File: src/design/gpio_pkg.sv
// shared constants for the port pin block
package gpio_pkg;

	localparam int NUM_PORTS = 7;
	localparam int DATA_W    = 8;
	localparam int IDX_W     = 7;
	localparam int ADDR_W    = 9;

	localparam int PORT_A = 0;
	localparam int PORT_B = 1;
	localparam int PORT_C = 2;
	localparam int PORT_D = 3;
	localparam int PORT_E = 4;
	localparam int PORT_F = 5;
	localparam int PORT_G = 6;

	// register indices; byte address is four times the index
	localparam logic [IDX_W-1:0] LATCH_IDX [NUM_PORTS] = '{
		7'h3b, 7'h38, 7'h35, 7'h32, 7'h23, 7'h62, 7'h65};
	localparam logic [IDX_W-1:0] DIR_IDX [NUM_PORTS] = '{
		7'h3a, 7'h37, 7'h34, 7'h31, 7'h22, 7'h61, 7'h64};
	localparam logic [IDX_W-1:0] PIN_IDX [NUM_PORTS] = '{
		7'h39, 7'h36, 7'h33, 7'h30, 7'h21, 7'h20, 7'h63};
	localparam logic [IDX_W-1:0] STATUS_IDX = 7'h70;

	// implemented bits per port
	localparam logic [DATA_W-1:0] PORT_MASK [NUM_PORTS] = '{
		8'hff, 8'hff, 8'hff, 8'hff, 8'hff, 8'hff, 8'h1f};

	localparam logic [DATA_W-1:0] LATCH_RST = 8'h00;
	localparam logic [DATA_W-1:0] DIR_RST   = 8'h00;
	localparam logic [DATA_W-1:0] SYNC_RST  = 8'h00;

	// test port pins on port f
	localparam logic [DATA_W-1:0] JTAG_PU_MASK = 8'hb0;
	localparam int                TDO_BIT      = 6;

	// port g in legacy mode
	localparam logic [DATA_W-1:0] G_STROBE_MASK = 8'h07;
	localparam logic [DATA_W-1:0] G_OSC_MASK    = 8'h18;
	localparam logic [2:0]        G_STROBE_RST  = 3'h3;

	// status register bit positions
	localparam int ST_LEGACY = 0;
	localparam int ST_PROG   = 1;
	localparam int ST_JTAG   = 2;
	localparam int ST_ADC    = 3;

	typedef enum logic [1:0] {
		BUS_IDLE = 2'b01,
		BUS_ACK  = 2'b10
	} bus_state_e;

endpackage

File: src/design/strap_capture.sv
// fuse and programming-entry pin capture
`timescale 1ns/1ps
`default_nettype none
module strap_capture (
	input  wire logic ref_clk_i,
	input  wire logic rst_n_i,
	input  wire logic legacy_fuse_i,
	input  wire logic programming_entry_pin_i,
	output logic      legacy_mode_o,
	output logic      prog_mode_o
);
	// no reset on the chains: the fuse level must reach the pads while reset holds
	logic fuse_meta_reg;
	logic fuse_sync_reg;
	logic pen_meta_reg;
	logic pen_sync_reg;
	logic captured_reg;
	logic prog_reg;

	always_ff @(posedge ref_clk_i) begin
		fuse_meta_reg <= legacy_fuse_i;
		fuse_sync_reg <= fuse_meta_reg;
		pen_meta_reg  <= programming_entry_pin_i;
		pen_sync_reg  <= pen_meta_reg;
	end

	// pin is looked at once, first edge after release; ignored afterwards
	always_ff @(posedge ref_clk_i or negedge rst_n_i) begin
		if (!rst_n_i) begin
			captured_reg <= 1'b0;
			prog_reg     <= 1'b0;
		end else if (!captured_reg) begin
			captured_reg <= 1'b1;
			prog_reg     <= ~pen_sync_reg;
		end
	end

	assign legacy_mode_o = fuse_sync_reg;
	assign prog_mode_o   = prog_reg;
endmodule // strap_capture
`default_nettype wire

File: src/design/port_slice.sv
// one port: pad control and input sampling
`timescale 1ns/1ps
`default_nettype none
module port_slice (
	input  wire logic                      ref_clk_i,
	input  wire logic                      rst_n_i,
	input  wire logic [gpio_pkg::DATA_W-1:0] dir_i,
	input  wire logic [gpio_pkg::DATA_W-1:0] latch_i,
	input  wire logic [gpio_pkg::DATA_W-1:0] mask_i,
	input  wire logic [gpio_pkg::DATA_W-1:0] ovr_en_i,
	input  wire logic [gpio_pkg::DATA_W-1:0] ovr_oe_i,
	input  wire logic [gpio_pkg::DATA_W-1:0] ovr_out_i,
	input  wire logic [gpio_pkg::DATA_W-1:0] ovr_pu_i,
	input  wire logic [gpio_pkg::DATA_W-1:0] pin_i,
	output logic      [gpio_pkg::DATA_W-1:0] pin_o,
	output logic      [gpio_pkg::DATA_W-1:0] pin_oe_o,
	output logic      [gpio_pkg::DATA_W-1:0] pull_up_o,
	output logic      [gpio_pkg::DATA_W-1:0] level_o
);
	import gpio_pkg::*;

	logic [DATA_W-1:0] meta_reg;
	logic [DATA_W-1:0] sync_reg;
	logic [DATA_W-1:0] gpio_oe;
	logic [DATA_W-1:0] gpio_pu;

	// raw reset gates the pads so they float with no clock running
	assign gpio_oe = dir_i & {DATA_W{rst_n_i}};
	assign gpio_pu = ~dir_i & latch_i & {DATA_W{rst_n_i}};

	assign pin_oe_o  = mask_i & ((ovr_en_i & ovr_oe_i) | (~ovr_en_i & gpio_oe));
	assign pin_o     = mask_i & ((ovr_en_i & ovr_out_i) | (~ovr_en_i & latch_i));
	assign pull_up_o = mask_i & ((ovr_en_i & ovr_pu_i) | (~ovr_en_i & gpio_pu));

	always_ff @(posedge ref_clk_i or negedge rst_n_i) begin
		if (!rst_n_i) begin
			meta_reg <= SYNC_RST;
			sync_reg <= SYNC_RST;
		end else begin
			meta_reg <= pin_i;
			sync_reg <= meta_reg;
		end
	end

	assign level_o = sync_reg & mask_i;
endmodule // port_slice
`default_nettype wire

File: src/design/port_pins.sv
// general purpose port block: seven ports, legacy mode, avalon registers
//
// The Avalon-MM interface to the registers was left to the implementer.
`timescale 1ns/1ps
`default_nettype none
module port_pins (
	input  wire logic                                          ref_clk_i,
	input  wire logic                                          rst_n_i,
	// avalon-mm slave
	input  wire logic [gpio_pkg::ADDR_W-1:0]                   avs_address,
	input  wire logic                                          avs_read,
	input  wire logic                                          avs_write,
	input  wire logic [31:0]                                   avs_writedata,
	input  wire logic [3:0]                                    avs_byteenable,
	output logic      [31:0]                                   avs_readdata,
	output logic                                               avs_waitrequest,
	// board pins, port index a=0 .. g=6
	input  wire logic [gpio_pkg::NUM_PORTS-1:0][gpio_pkg::DATA_W-1:0] port_pin_i,
	output logic      [gpio_pkg::NUM_PORTS-1:0][gpio_pkg::DATA_W-1:0] port_pin_o,
	output logic      [gpio_pkg::NUM_PORTS-1:0][gpio_pkg::DATA_W-1:0] port_pin_oe_o,
	output logic      [gpio_pkg::NUM_PORTS-1:0][gpio_pkg::DATA_W-1:0] port_pull_up_o,
	// straps
	input  wire logic                                          legacy_fuse_i,
	input  wire logic                                          programming_entry_pin_i,
	output logic                                               serial_prog_mode_o,
	// on-chip neighbours, same clock
	input  wire logic                                          adc_in_use_i,
	input  wire logic                                          jtag_enable_i,
	input  wire logic                                          tap_shift_i,
	input  wire logic                                          tdo_i,
	input  wire logic                                          port_g_bit0_write_strobe_i,
	input  wire logic                                          port_g_bit1_read_strobe_i,
	input  wire logic                                          port_g_bit2_latch_enable_i
);
	import gpio_pkg::*;

	bus_state_e        bus_state_reg;
	bus_state_e        bus_state_next;
	logic [DATA_W-1:0] latch_reg [NUM_PORTS];
	logic [DATA_W-1:0] dir_reg   [NUM_PORTS];
	logic [31:0]       readdata_reg;

	logic              legacy_mode;
	logic              prog_mode;
	logic              bus_req;
	logic              wr_fire;
	logic              rd_load;
	logic              bus_idle;
	logic              bus_ack;
	logic [IDX_W-1:0]  reg_idx;
	logic              lane0;
	logic              status_hit;
	logic [NUM_PORTS-1:0] latch_hit;
	logic [NUM_PORTS-1:0] dir_hit;
	logic [NUM_PORTS-1:0] pin_hit;
	logic [NUM_PORTS-1:0] latch_wr;
	logic [NUM_PORTS-1:0] dir_wr;
	logic [DATA_W-1:0] pin_level [NUM_PORTS];
	logic [DATA_W-1:0] status_val;
	logic [DATA_W-1:0] read_val;

	logic [DATA_W-1:0] ovr_en  [NUM_PORTS];
	logic [DATA_W-1:0] ovr_oe  [NUM_PORTS];
	logic [DATA_W-1:0] ovr_out [NUM_PORTS];
	logic [DATA_W-1:0] ovr_pu  [NUM_PORTS];

	logic              f_float;
	logic [DATA_W-1:0] f_jtag_en;
	logic [DATA_W-1:0] f_jtag_oe;
	logic [DATA_W-1:0] f_jtag_out;
	logic [DATA_W-1:0] tdo_mask;
	logic [DATA_W-1:0] g_strobe;
	logic [DATA_W-1:0] g_strobe_val;

	strap_capture u_strap (
		.ref_clk_i               (ref_clk_i),
		.rst_n_i                 (rst_n_i),
		.legacy_fuse_i           (legacy_fuse_i),
		.programming_entry_pin_i (programming_entry_pin_i),
		.legacy_mode_o           (legacy_mode),
		.prog_mode_o             (prog_mode)
	);

	assign serial_prog_mode_o = prog_mode;

	// bus: one wait cycle on every access, read data set up meanwhile
	assign bus_idle        = (bus_state_reg == BUS_IDLE);
	assign bus_ack         = (bus_state_reg == BUS_ACK);
	assign bus_req         = avs_read | avs_write;
	assign avs_waitrequest = bus_req & bus_idle;
	assign wr_fire         = avs_write & bus_ack;
	assign rd_load         = avs_read & bus_idle;
	assign reg_idx         = avs_address[ADDR_W-1:2];
	assign lane0           = avs_byteenable[0];
	assign status_hit      = (reg_idx == STATUS_IDX);
	assign avs_readdata    = readdata_reg;

	always_comb begin
		bus_state_next = bus_state_reg;
		case (bus_state_reg)
			BUS_IDLE: begin
				if (bus_req) begin
					bus_state_next = BUS_ACK;
				end
			end
			BUS_ACK: begin
				bus_state_next = BUS_IDLE;
			end
			default: begin
				bus_state_next = BUS_IDLE;
			end
		endcase
	end

	always_ff @(posedge ref_clk_i or negedge rst_n_i) begin
		if (!rst_n_i) begin
			bus_state_reg <= BUS_IDLE;
		end else begin
			bus_state_reg <= bus_state_next;
		end
	end

	always_comb begin
		status_val            = 8'h00;
		status_val[ST_LEGACY] = legacy_mode;
		status_val[ST_PROG]   = prog_mode;
		status_val[ST_JTAG]   = jtag_enable_i;
		status_val[ST_ADC]    = adc_in_use_i;
	end

	// read mux; unmapped and reserved answer zero
	always_comb begin
		read_val = 8'h00;
		if (status_hit) begin
			read_val = status_val;
		end
		// output latches
		else if (latch_hit[PORT_A]) begin
			read_val = latch_reg[PORT_A];
		end
		else if (latch_hit[PORT_B]) begin
			read_val = latch_reg[PORT_B];
		end
		else if (latch_hit[PORT_C]) begin
			read_val = latch_reg[PORT_C];
		end
		else if (latch_hit[PORT_D]) begin
			read_val = latch_reg[PORT_D];
		end
		else if (latch_hit[PORT_E]) begin
			read_val = latch_reg[PORT_E];
		end
		else if (latch_hit[PORT_F]) begin
			read_val = latch_reg[PORT_F];
		end
		else if (latch_hit[PORT_G]) begin
			read_val = latch_reg[PORT_G];
		end
		// direction registers
		else if (dir_hit[PORT_A]) begin
			read_val = dir_reg[PORT_A];
		end
		else if (dir_hit[PORT_B]) begin
			read_val = dir_reg[PORT_B];
		end
		else if (dir_hit[PORT_C]) begin
			read_val = dir_reg[PORT_C];
		end
		else if (dir_hit[PORT_D]) begin
			read_val = dir_reg[PORT_D];
		end
		else if (dir_hit[PORT_E]) begin
			read_val = dir_reg[PORT_E];
		end
		else if (dir_hit[PORT_F]) begin
			read_val = dir_reg[PORT_F];
		end
		else if (dir_hit[PORT_G]) begin
			read_val = dir_reg[PORT_G];
		end
		// synchronised pin levels
		else if (pin_hit[PORT_A]) begin
			read_val = pin_level[PORT_A];
		end
		else if (pin_hit[PORT_B]) begin
			read_val = pin_level[PORT_B];
		end
		else if (pin_hit[PORT_C]) begin
			read_val = pin_level[PORT_C];
		end
		else if (pin_hit[PORT_D]) begin
			read_val = pin_level[PORT_D];
		end
		else if (pin_hit[PORT_E]) begin
			read_val = pin_level[PORT_E];
		end
		else if (pin_hit[PORT_F]) begin
			read_val = pin_level[PORT_F];
		end
		else if (pin_hit[PORT_G]) begin
			read_val = pin_level[PORT_G];
		end
	end

	always_ff @(posedge ref_clk_i or negedge rst_n_i) begin
		if (!rst_n_i) begin
			readdata_reg <= 32'h0000_0000;
		end else if (rd_load) begin
			readdata_reg <= {24'h00_0000, read_val};
		end
	end

	// legacy port f pads: shared float decision and test port takeover
	assign f_float    = adc_in_use_i | legacy_mode;
	assign tdo_mask   = 8'h01 << TDO_BIT;
	assign f_jtag_en  = jtag_enable_i ? (JTAG_PU_MASK | tdo_mask) : 8'h00;
	assign f_jtag_oe  = tdo_mask & {DATA_W{tap_shift_i & rst_n_i}};
	assign f_jtag_out = tdo_mask & {DATA_W{tdo_i}};

	// strobes idle at the reset pattern without needing the clock
	assign g_strobe = {5'h00, port_g_bit2_latch_enable_i, port_g_bit1_read_strobe_i,
		port_g_bit0_write_strobe_i};
	assign g_strobe_val = rst_n_i ? g_strobe : {5'h00, G_STROBE_RST};

	genvar gp;
	generate
		for (gp = 0; gp < NUM_PORTS; gp++) begin : g_port
			assign latch_hit[gp] = (reg_idx == LATCH_IDX[gp]);
			assign dir_hit[gp]   = (reg_idx == DIR_IDX[gp]);
			assign pin_hit[gp]   = (reg_idx == PIN_IDX[gp]);
			assign latch_wr[gp]  = wr_fire & lane0 & latch_hit[gp];
			assign dir_wr[gp]    = wr_fire & lane0 & dir_hit[gp];

			// unimplemented bits stay zero whatever software writes
			always_ff @(posedge ref_clk_i or negedge rst_n_i) begin
				if (!rst_n_i) begin
					latch_reg[gp] <= LATCH_RST;
					dir_reg[gp]   <= DIR_RST;
				end else begin
					if (latch_wr[gp]) begin
						latch_reg[gp] <= avs_writedata[DATA_W-1:0] & PORT_MASK[gp];
					end
					if (dir_wr[gp]) begin
						dir_reg[gp] <= avs_writedata[DATA_W-1:0] & PORT_MASK[gp];
					end
				end
			end

			if (gp == PORT_C) begin : g_ovr_c
				// legacy: fixed output, pads never released in reset
				assign ovr_en[gp]  = {DATA_W{legacy_mode}};
				assign ovr_oe[gp]  = {DATA_W{1'b1}};
				assign ovr_out[gp] = latch_reg[gp];
				assign ovr_pu[gp]  = 8'h00;
			end else if (gp == PORT_F) begin : g_ovr_f
				// test port pull-ups hold even while reset is low
				assign ovr_en[gp]  = f_jtag_en | {DATA_W{f_float}};
				assign ovr_oe[gp]  = f_jtag_oe & f_jtag_en;
				assign ovr_out[gp] = f_jtag_out;
				assign ovr_pu[gp]  = f_jtag_en & JTAG_PU_MASK;
			end else if (gp == PORT_G) begin : g_ovr_g
				// legacy: strobes plus oscillator pins, no gpio use
				assign ovr_en[gp]  = {DATA_W{legacy_mode}} & PORT_MASK[gp];
				assign ovr_oe[gp]  = G_STROBE_MASK;
				assign ovr_out[gp] = g_strobe_val & G_STROBE_MASK;
				assign ovr_pu[gp]  = 8'h00 & G_OSC_MASK;
			end else begin : g_ovr_none
				assign ovr_en[gp]  = 8'h00;
				assign ovr_oe[gp]  = 8'h00;
				assign ovr_out[gp] = 8'h00;
				assign ovr_pu[gp]  = 8'h00;
			end

			port_slice u_slice (
				.ref_clk_i  (ref_clk_i),
				.rst_n_i    (rst_n_i),
				.dir_i      (dir_reg[gp]),
				.latch_i    (latch_reg[gp]),
				.mask_i     (PORT_MASK[gp]),
				.ovr_en_i   (ovr_en[gp]),
				.ovr_oe_i   (ovr_oe[gp]),
				.ovr_out_i  (ovr_out[gp]),
				.ovr_pu_i   (ovr_pu[gp]),
				.pin_i      (port_pin_i[gp]),
				.pin_o      (port_pin_o[gp]),
				.pin_oe_o   (port_pin_oe_o[gp]),
				.pull_up_o  (port_pull_up_o[gp]),
				.level_o    (pin_level[gp])
			);
		end
	endgenerate

endmodule // port_pins
`default_nettype wire

File: config.mk
export PLATFORM = sky130hd
export DESIGN_NAME = port_pins
export DESIGN_NICKNAME = d
export VERILOG_FILES = /design/src/design/gpio_pkg.sv /design/src/design/strap_capture.sv /design/src/design/port_slice.sv /design/src/design/port_pins.sv
export SDC_FILE = /design/constraint.sdc
export NUM_CORES = 1
export LEC_CHECK = 0
export ABC_CLOCK_PERIOD_IN_PS = 2700
export BUFFER_PORTS_ARGS = -buffer_cell sky130_fd_sc_hd__buf_2
export CORE_UTILIZATION = 50
export CTS_BUF_LIST = sky130_fd_sc_hd__clkbuf_16
export CTS_CLUSTER_DIAMETER = 40
export DETAILED_ROUTE_END_ITERATION = 12
export GPL_ROUTABILITY_DRIVEN = 1
export PLACE_DENSITY = 0.85
export SLEW_MARGIN = 20
export SYNTH_ARGS = -nofsm -noshare
export SYNTH_HDL_FRONTEND = slang
export SYNTH_SLANG_ARGS = --single-unit
File: constraint.sdc
create_clock -name ref_clk_i -period 2.7 [get_ports ref_clk_i]
set_clock_uncertainty 0.1 [all_clocks]
set_input_delay 0 -clock ref_clk_i [delete_from_list [all_inputs] [get_ports ref_clk_i]]
set_output_delay 0 -clock ref_clk_i [all_outputs]
set_load 0.05 [all_outputs]
**After elaboration in Yosys (flattened, before gate mapping)**

Cells that the tools add are included.
W data, S select, Z words.

- Output and inout bits: 202
- Flip-flop bits (word level): 228
- Input port bits: 114
- Word-level logic and storage cells: 163

- Equality and inequality tests: 25
- Muxes and demuxes: 26
- Bitwise gates (word level): 76

Operators by type and width:

| kind | number |
|---|---|
| $and A8 B8 Y8 | 27 |
| $mux W8 | 22 |
| $eq A7 B6 Y1 const B | 16 |
| $not A8 Y8 | 8 |
| $or A8 B8 Y8 | 6 |
| $eq A7 B7 Y1 const B | 6 |
| $and A5 B5 Y5 | 6 |
| $and A1 B1 Y1 | 19 |
| $not A5 Y5 | 2 |
| $and A7 B8 Y8 | 1 |
| $and A8 B7 Y8 | 1 |
| $and A5 B3 Y5 | 1 |
| $mux W5 | 1 |
| $or A3 B5 Y5 | 1 |
| $or A5 B5 Y5 | 1 |
| $mux W2 | 2 |
| $mux W3 | 1 |
| $eq A2 B1 Y1 const B | 1 |
| $eq A2 B2 Y1 const B | 1 |
| $ne A2 B2 Y1 const B | 1 |
| $or A1 B1 Y1 | 2 |
| $not A1 Y1 | 1 |

**Depth between registers and ports, before layout**

- Word-level depth: 23
- Depth in mapped cells: 9
- Gate-level depth less buffers: 6

**Cells and area by module**

A second synthesis with hierarchy kept.

- Cell total of the unflattened synthesis: 1237
- Area, all modules: 13197.7 µm²

Modules (own cells, without submodules):

| module | cells each | area an instance (µm²) | instances |
|---|---|---|---|
| port_pins | 605 | 6538.8 | 1 |
| port_slice | 89 | 930.9 | 7 |
| strap_capture | 9 | 142.6 | 1 |

**Least setup slack after synthesis**

Ideal clock, no wire load.

- Kind: reg-to-output
- Start point: register u_strap.fuse_sync_reg (netlist: u_strap.legacy_mode_o)
- End point: output port port_pull_up_o[46] (netlist name)
- Setup slack: -102 ps
- Cell stages (with the launch flop): 6
- Arrival time: 2702 ps
- Cell sequence: dfxtp_1 -> nand2b_1 -> clkbuf_1 -> or2_2 -> clkbuf_1 -> nor4b_1

RTL lines:

| element | line | source |
|---|---|---|
| from (decl) | strap_capture.sv:14 | `logic fuse_sync_reg;` |
| from (signal assigned) | strap_capture.sv:22 | `fuse_sync_reg <= fuse_meta_reg;` |
| to (decl) | port_pins.sv:21 | `output logic [gpio_pkg::NUM_PORTS-1:0][gpio_pkg::DATA_W-1:0] port_pull_up_o,` |

==> flow_summary.json <==
{
  "dpl.cell_count": 1425,
  "clk_pin_slew_ps": 70,
  "synth.distinct_cells": 83,
  "core_um2": 21100,
  "end_kind": "primary output",
  "postCtsSetupRepairBufs": 0,
  "slew_headroom_pct": 46.0,
  "synth_ff_type": "dfrtp_1",
  "r2r-start": "g_port[4].u_slice.sync_reg[4]",
  "worstSetupPathType": "reg2out",
  "place.gp.congestion": 0.975,
  "vias_per_cell": 5.90,
  "p_leak_nw": 7.06,
  "finalHoldViolations": 0,
  "status": "finished, final reports clean",
  "yosys_warnings": 0,
  "syn_area_um2": 10800,
  "critical_path_arrival_ps": 2260,
  "p_per_area_nw_per_um2": 622,
  "portBuffers": 250,
  "die-area_um2": 22100,
  "grt_pass1_vias": 9283,
  "clkLatencyLatePin_ps": 540,
  "synth-edff-count": 0,
  "period_share_pct": 87.4,
  "ant_nets": 0,
  "cts_root_buf": "clkbuf_16",
  "ys_ff_latch": 228,
  "place_ws_ps": 382,
  "drv_cap": 0,
  "max-vdd-ir-drop_v": 0.000584,
  "rsz0062_at_grt": "no",
  "slew_viol_final": 0,
  "fp.dieW_um": 149,
  "setup_viol": 0,
  "stdcell_count": 1575,
  "drc_errors": 0,
  "cts_max_path_buffers": 3,
  "async_flop_share_pct": 98.2,
  "drive_gt1_share_pct": 36.1,
  "clock_sinks": 228,
  "finalWorstSetupSlack_ps": 340,
  "rows": 53,
  "fin_crit_ps": 2360,
  "wl_mm": 38.2,
  "drt-wirelength-per-cell_um": 24.3,
  "area_delta_synth_final_pct": 31.8,
  "cts-buffers-inserted": 28,
  "antenna_found_initial": 1,
  "fin_tns_setup_ps": 0,
  "min_from": "port_pin_i[20]",
  "num_vias": 9300,
  "hold_class": "in2reg",
  "dr.pass1.iters": 5,
  "syn_area_per_cell_um2": 11.6,
  "fmax_ghz": 0.424,
  "fp.dieH_um": 149,
  "grt-ovfl-total": 0,
  "worstSetupStartpointType": "flip-flop",
  "grt_pass1_wl_mm": 57.2,
  "nets": 1392,
  "grtUsageTotal_pct": 35.1,
  "syn_inst": 928,
  "cts_tree": "done",
  "cts_max_level": 1,
  "critical_path_peak_fanout": 17,
  "grt_max_degree": 179,
  "hpwl_mm": 25.9,
  "worst_pin_slew_ps": 809,
  "diodes": 0,
  "startpoint": "u_strap.legacy_mode_o",
  "crit_required_ps": 2600,
  "io_pins": 316,
  "drt_iter0_drc": 687,
  "start_util_pct": 51.1,
  "ys_seq_area_share_pct": 52.8
}
[what timing repair did]
action | 4_1_cts | 5_1_grt
gates resized for setup | 0 | 1
hold buffers | 98 | 0
setup endpoints to repair | 0 | 4
endpoints found under the hold margin | 390 | 0
[power by group]
part	internal, mW	total (mW)	switching (mW)	leakage [nW]
Combinational	0.411	1.35	0.936	3.72
Clock	2.20	3.77	1.57	0.484
Sequential	3.59	3.72	0.126	2.86
[worst paths after layout]
check | slack (ps) | endpoint | cells after the start
worst max-delay path | 340 | port_pin_oe_o[46] | 5
worst min-delay path | 9 | g_port[2].u_slice.meta_reg[4] | 2
worst max register to register | 390 | avs_readdata[4] | 6
worst min register to register | 240 | u_strap.legacy_mode_o | 0
max in group asynchronous | 1630 | latch_reg[24] | 4
min in group asynchronous | 60 | g_port[2].u_slice.meta_reg[0] | 4
[cell usage in the layout, fill, tap and decap left out, types with 5 or more instances in the layout]
cell / netlist / final
and3b_1: 36 / 36
a22o_1: 9 / 9
o21ai_0: 32 / 32
buf_2: 18 / 249
nor3b_1: 24 / 24
a21o_1: 12 / 12
and3_1: 5 / 5
nor2_1: 29 / 29
conb_1: 2 / 34
nand2_1: 50 / 50
nor2b_1: 9 / 9
mux2_4: 9 / 9
a31oi_1: 5 / 5
o22a_1: 6 / 6
nand3b_1: 6 / 6
o22ai_1: 11 / 11
o32ai_1: 11 / 11
a21oi_1: 19 / 19
inv_1: 13 / 18
nor3_1: 18 / 18
o221ai_1: 7 / 7
buf_4: 42 / 40
a221oi_1: 6 / 6
a22oi_1: 16 / 16
nand3_1: 16 / 16
nor2_2: 6 / 6
nand2b_1: 7 / 6
dlygate4sd3_1: 0 / 96
clkbuf_16: 0 / 29
and2_1: 50 / 50
mux2_2: 89 / 89
dfrtp_1: 223 / 223
[per-stage QoR]
stage	hold slack [ps]	util (%)	total power, mW	cell area [µm²]
2_1_floorplan	-396	-	4.57	10900
3_3_place_gp	-223	58.0	4.94	12200
3_5_place_dp	-217	58.0	4.96	12200
4_1_cts	0.284	67.3	8.80	14200
5_1_grt	16.9	67.3	9.09	14200
6_report	9.09	67.3	8.83	14200
[per-layer routing]
layer  track usage, %  wire length [µm]
met1             45.2             14700
met2             60.4             19000
met3             4.50              2970
met4             13.5              1490
met5                0                 0
[cell usage after synthesis, drive strengths merged (7+ instances only)]
library cell | instances | share of area, %
dfrtp | 223 | 52
nor2b | 9 | 0.52
nor2 | 37 | 1.6
o32ai | 11 | 0.89
nor3 | 22 | 1.3
a22oi | 17 | 1.2
a22o | 9 | 0.73
and2 | 51 | 3.0
a21oi | 19 | 0.88
o221ai | 7 | 0.57
nor3b | 24 | 1.7
nand3 | 16 | 0.74
nand2 | 50 | 1.7
o22ai | 11 | 0.64
o21ai | 34 | 1.6
mux2 | 101 | 11
nand2b | 7 | 0.41
buf | 66 | 4.3
and3b | 36 | 2.9
inv | 14 | 0.49
nand3b | 7 | 0.52
clkbuf | 35 | 1.2
a21o | 12 | 0.84
[worst max-delay path, stage by stage (launching register included)]
cell and delay, ps:
dfxtp_1 300, nand2b_2 390, nor2_1 470, nand2_1 130, o21ai_0 160, buf_2 280
[area by class of cell]
cell class                 count  area [µm²]
sequential                   228        5690
tap                          275         344
multi-input combinational    617        4570
fill                        1595        6890
clock buffer                  29         726
inverter                      14        52.6
clock inverter                23         230
timing repair buffer         389        2580
[cell families (layout without fill, tap and decap cells)]
| group | count (synthesis) | after routing | share of synthesized area [%] |
|---|---|---|---|
| buffers and inverters | 115 | 455 | 5.96 |
| AO/OA/AOI/OAI | 185 | 185 | 12.7 |
| XOR/XNOR | 1 | 1 | 0.0813 |
| multiplexers | 105 | 105 | 11.2 |
| flip-flops | 228 | 228 | 52.8 |
| other | 2 | 34 | 0.0697 |
| AND/OR/NAND/NOR | 292 | 292 | 17.2 |
Note: power is estimated with default switching activity, not from simulation.
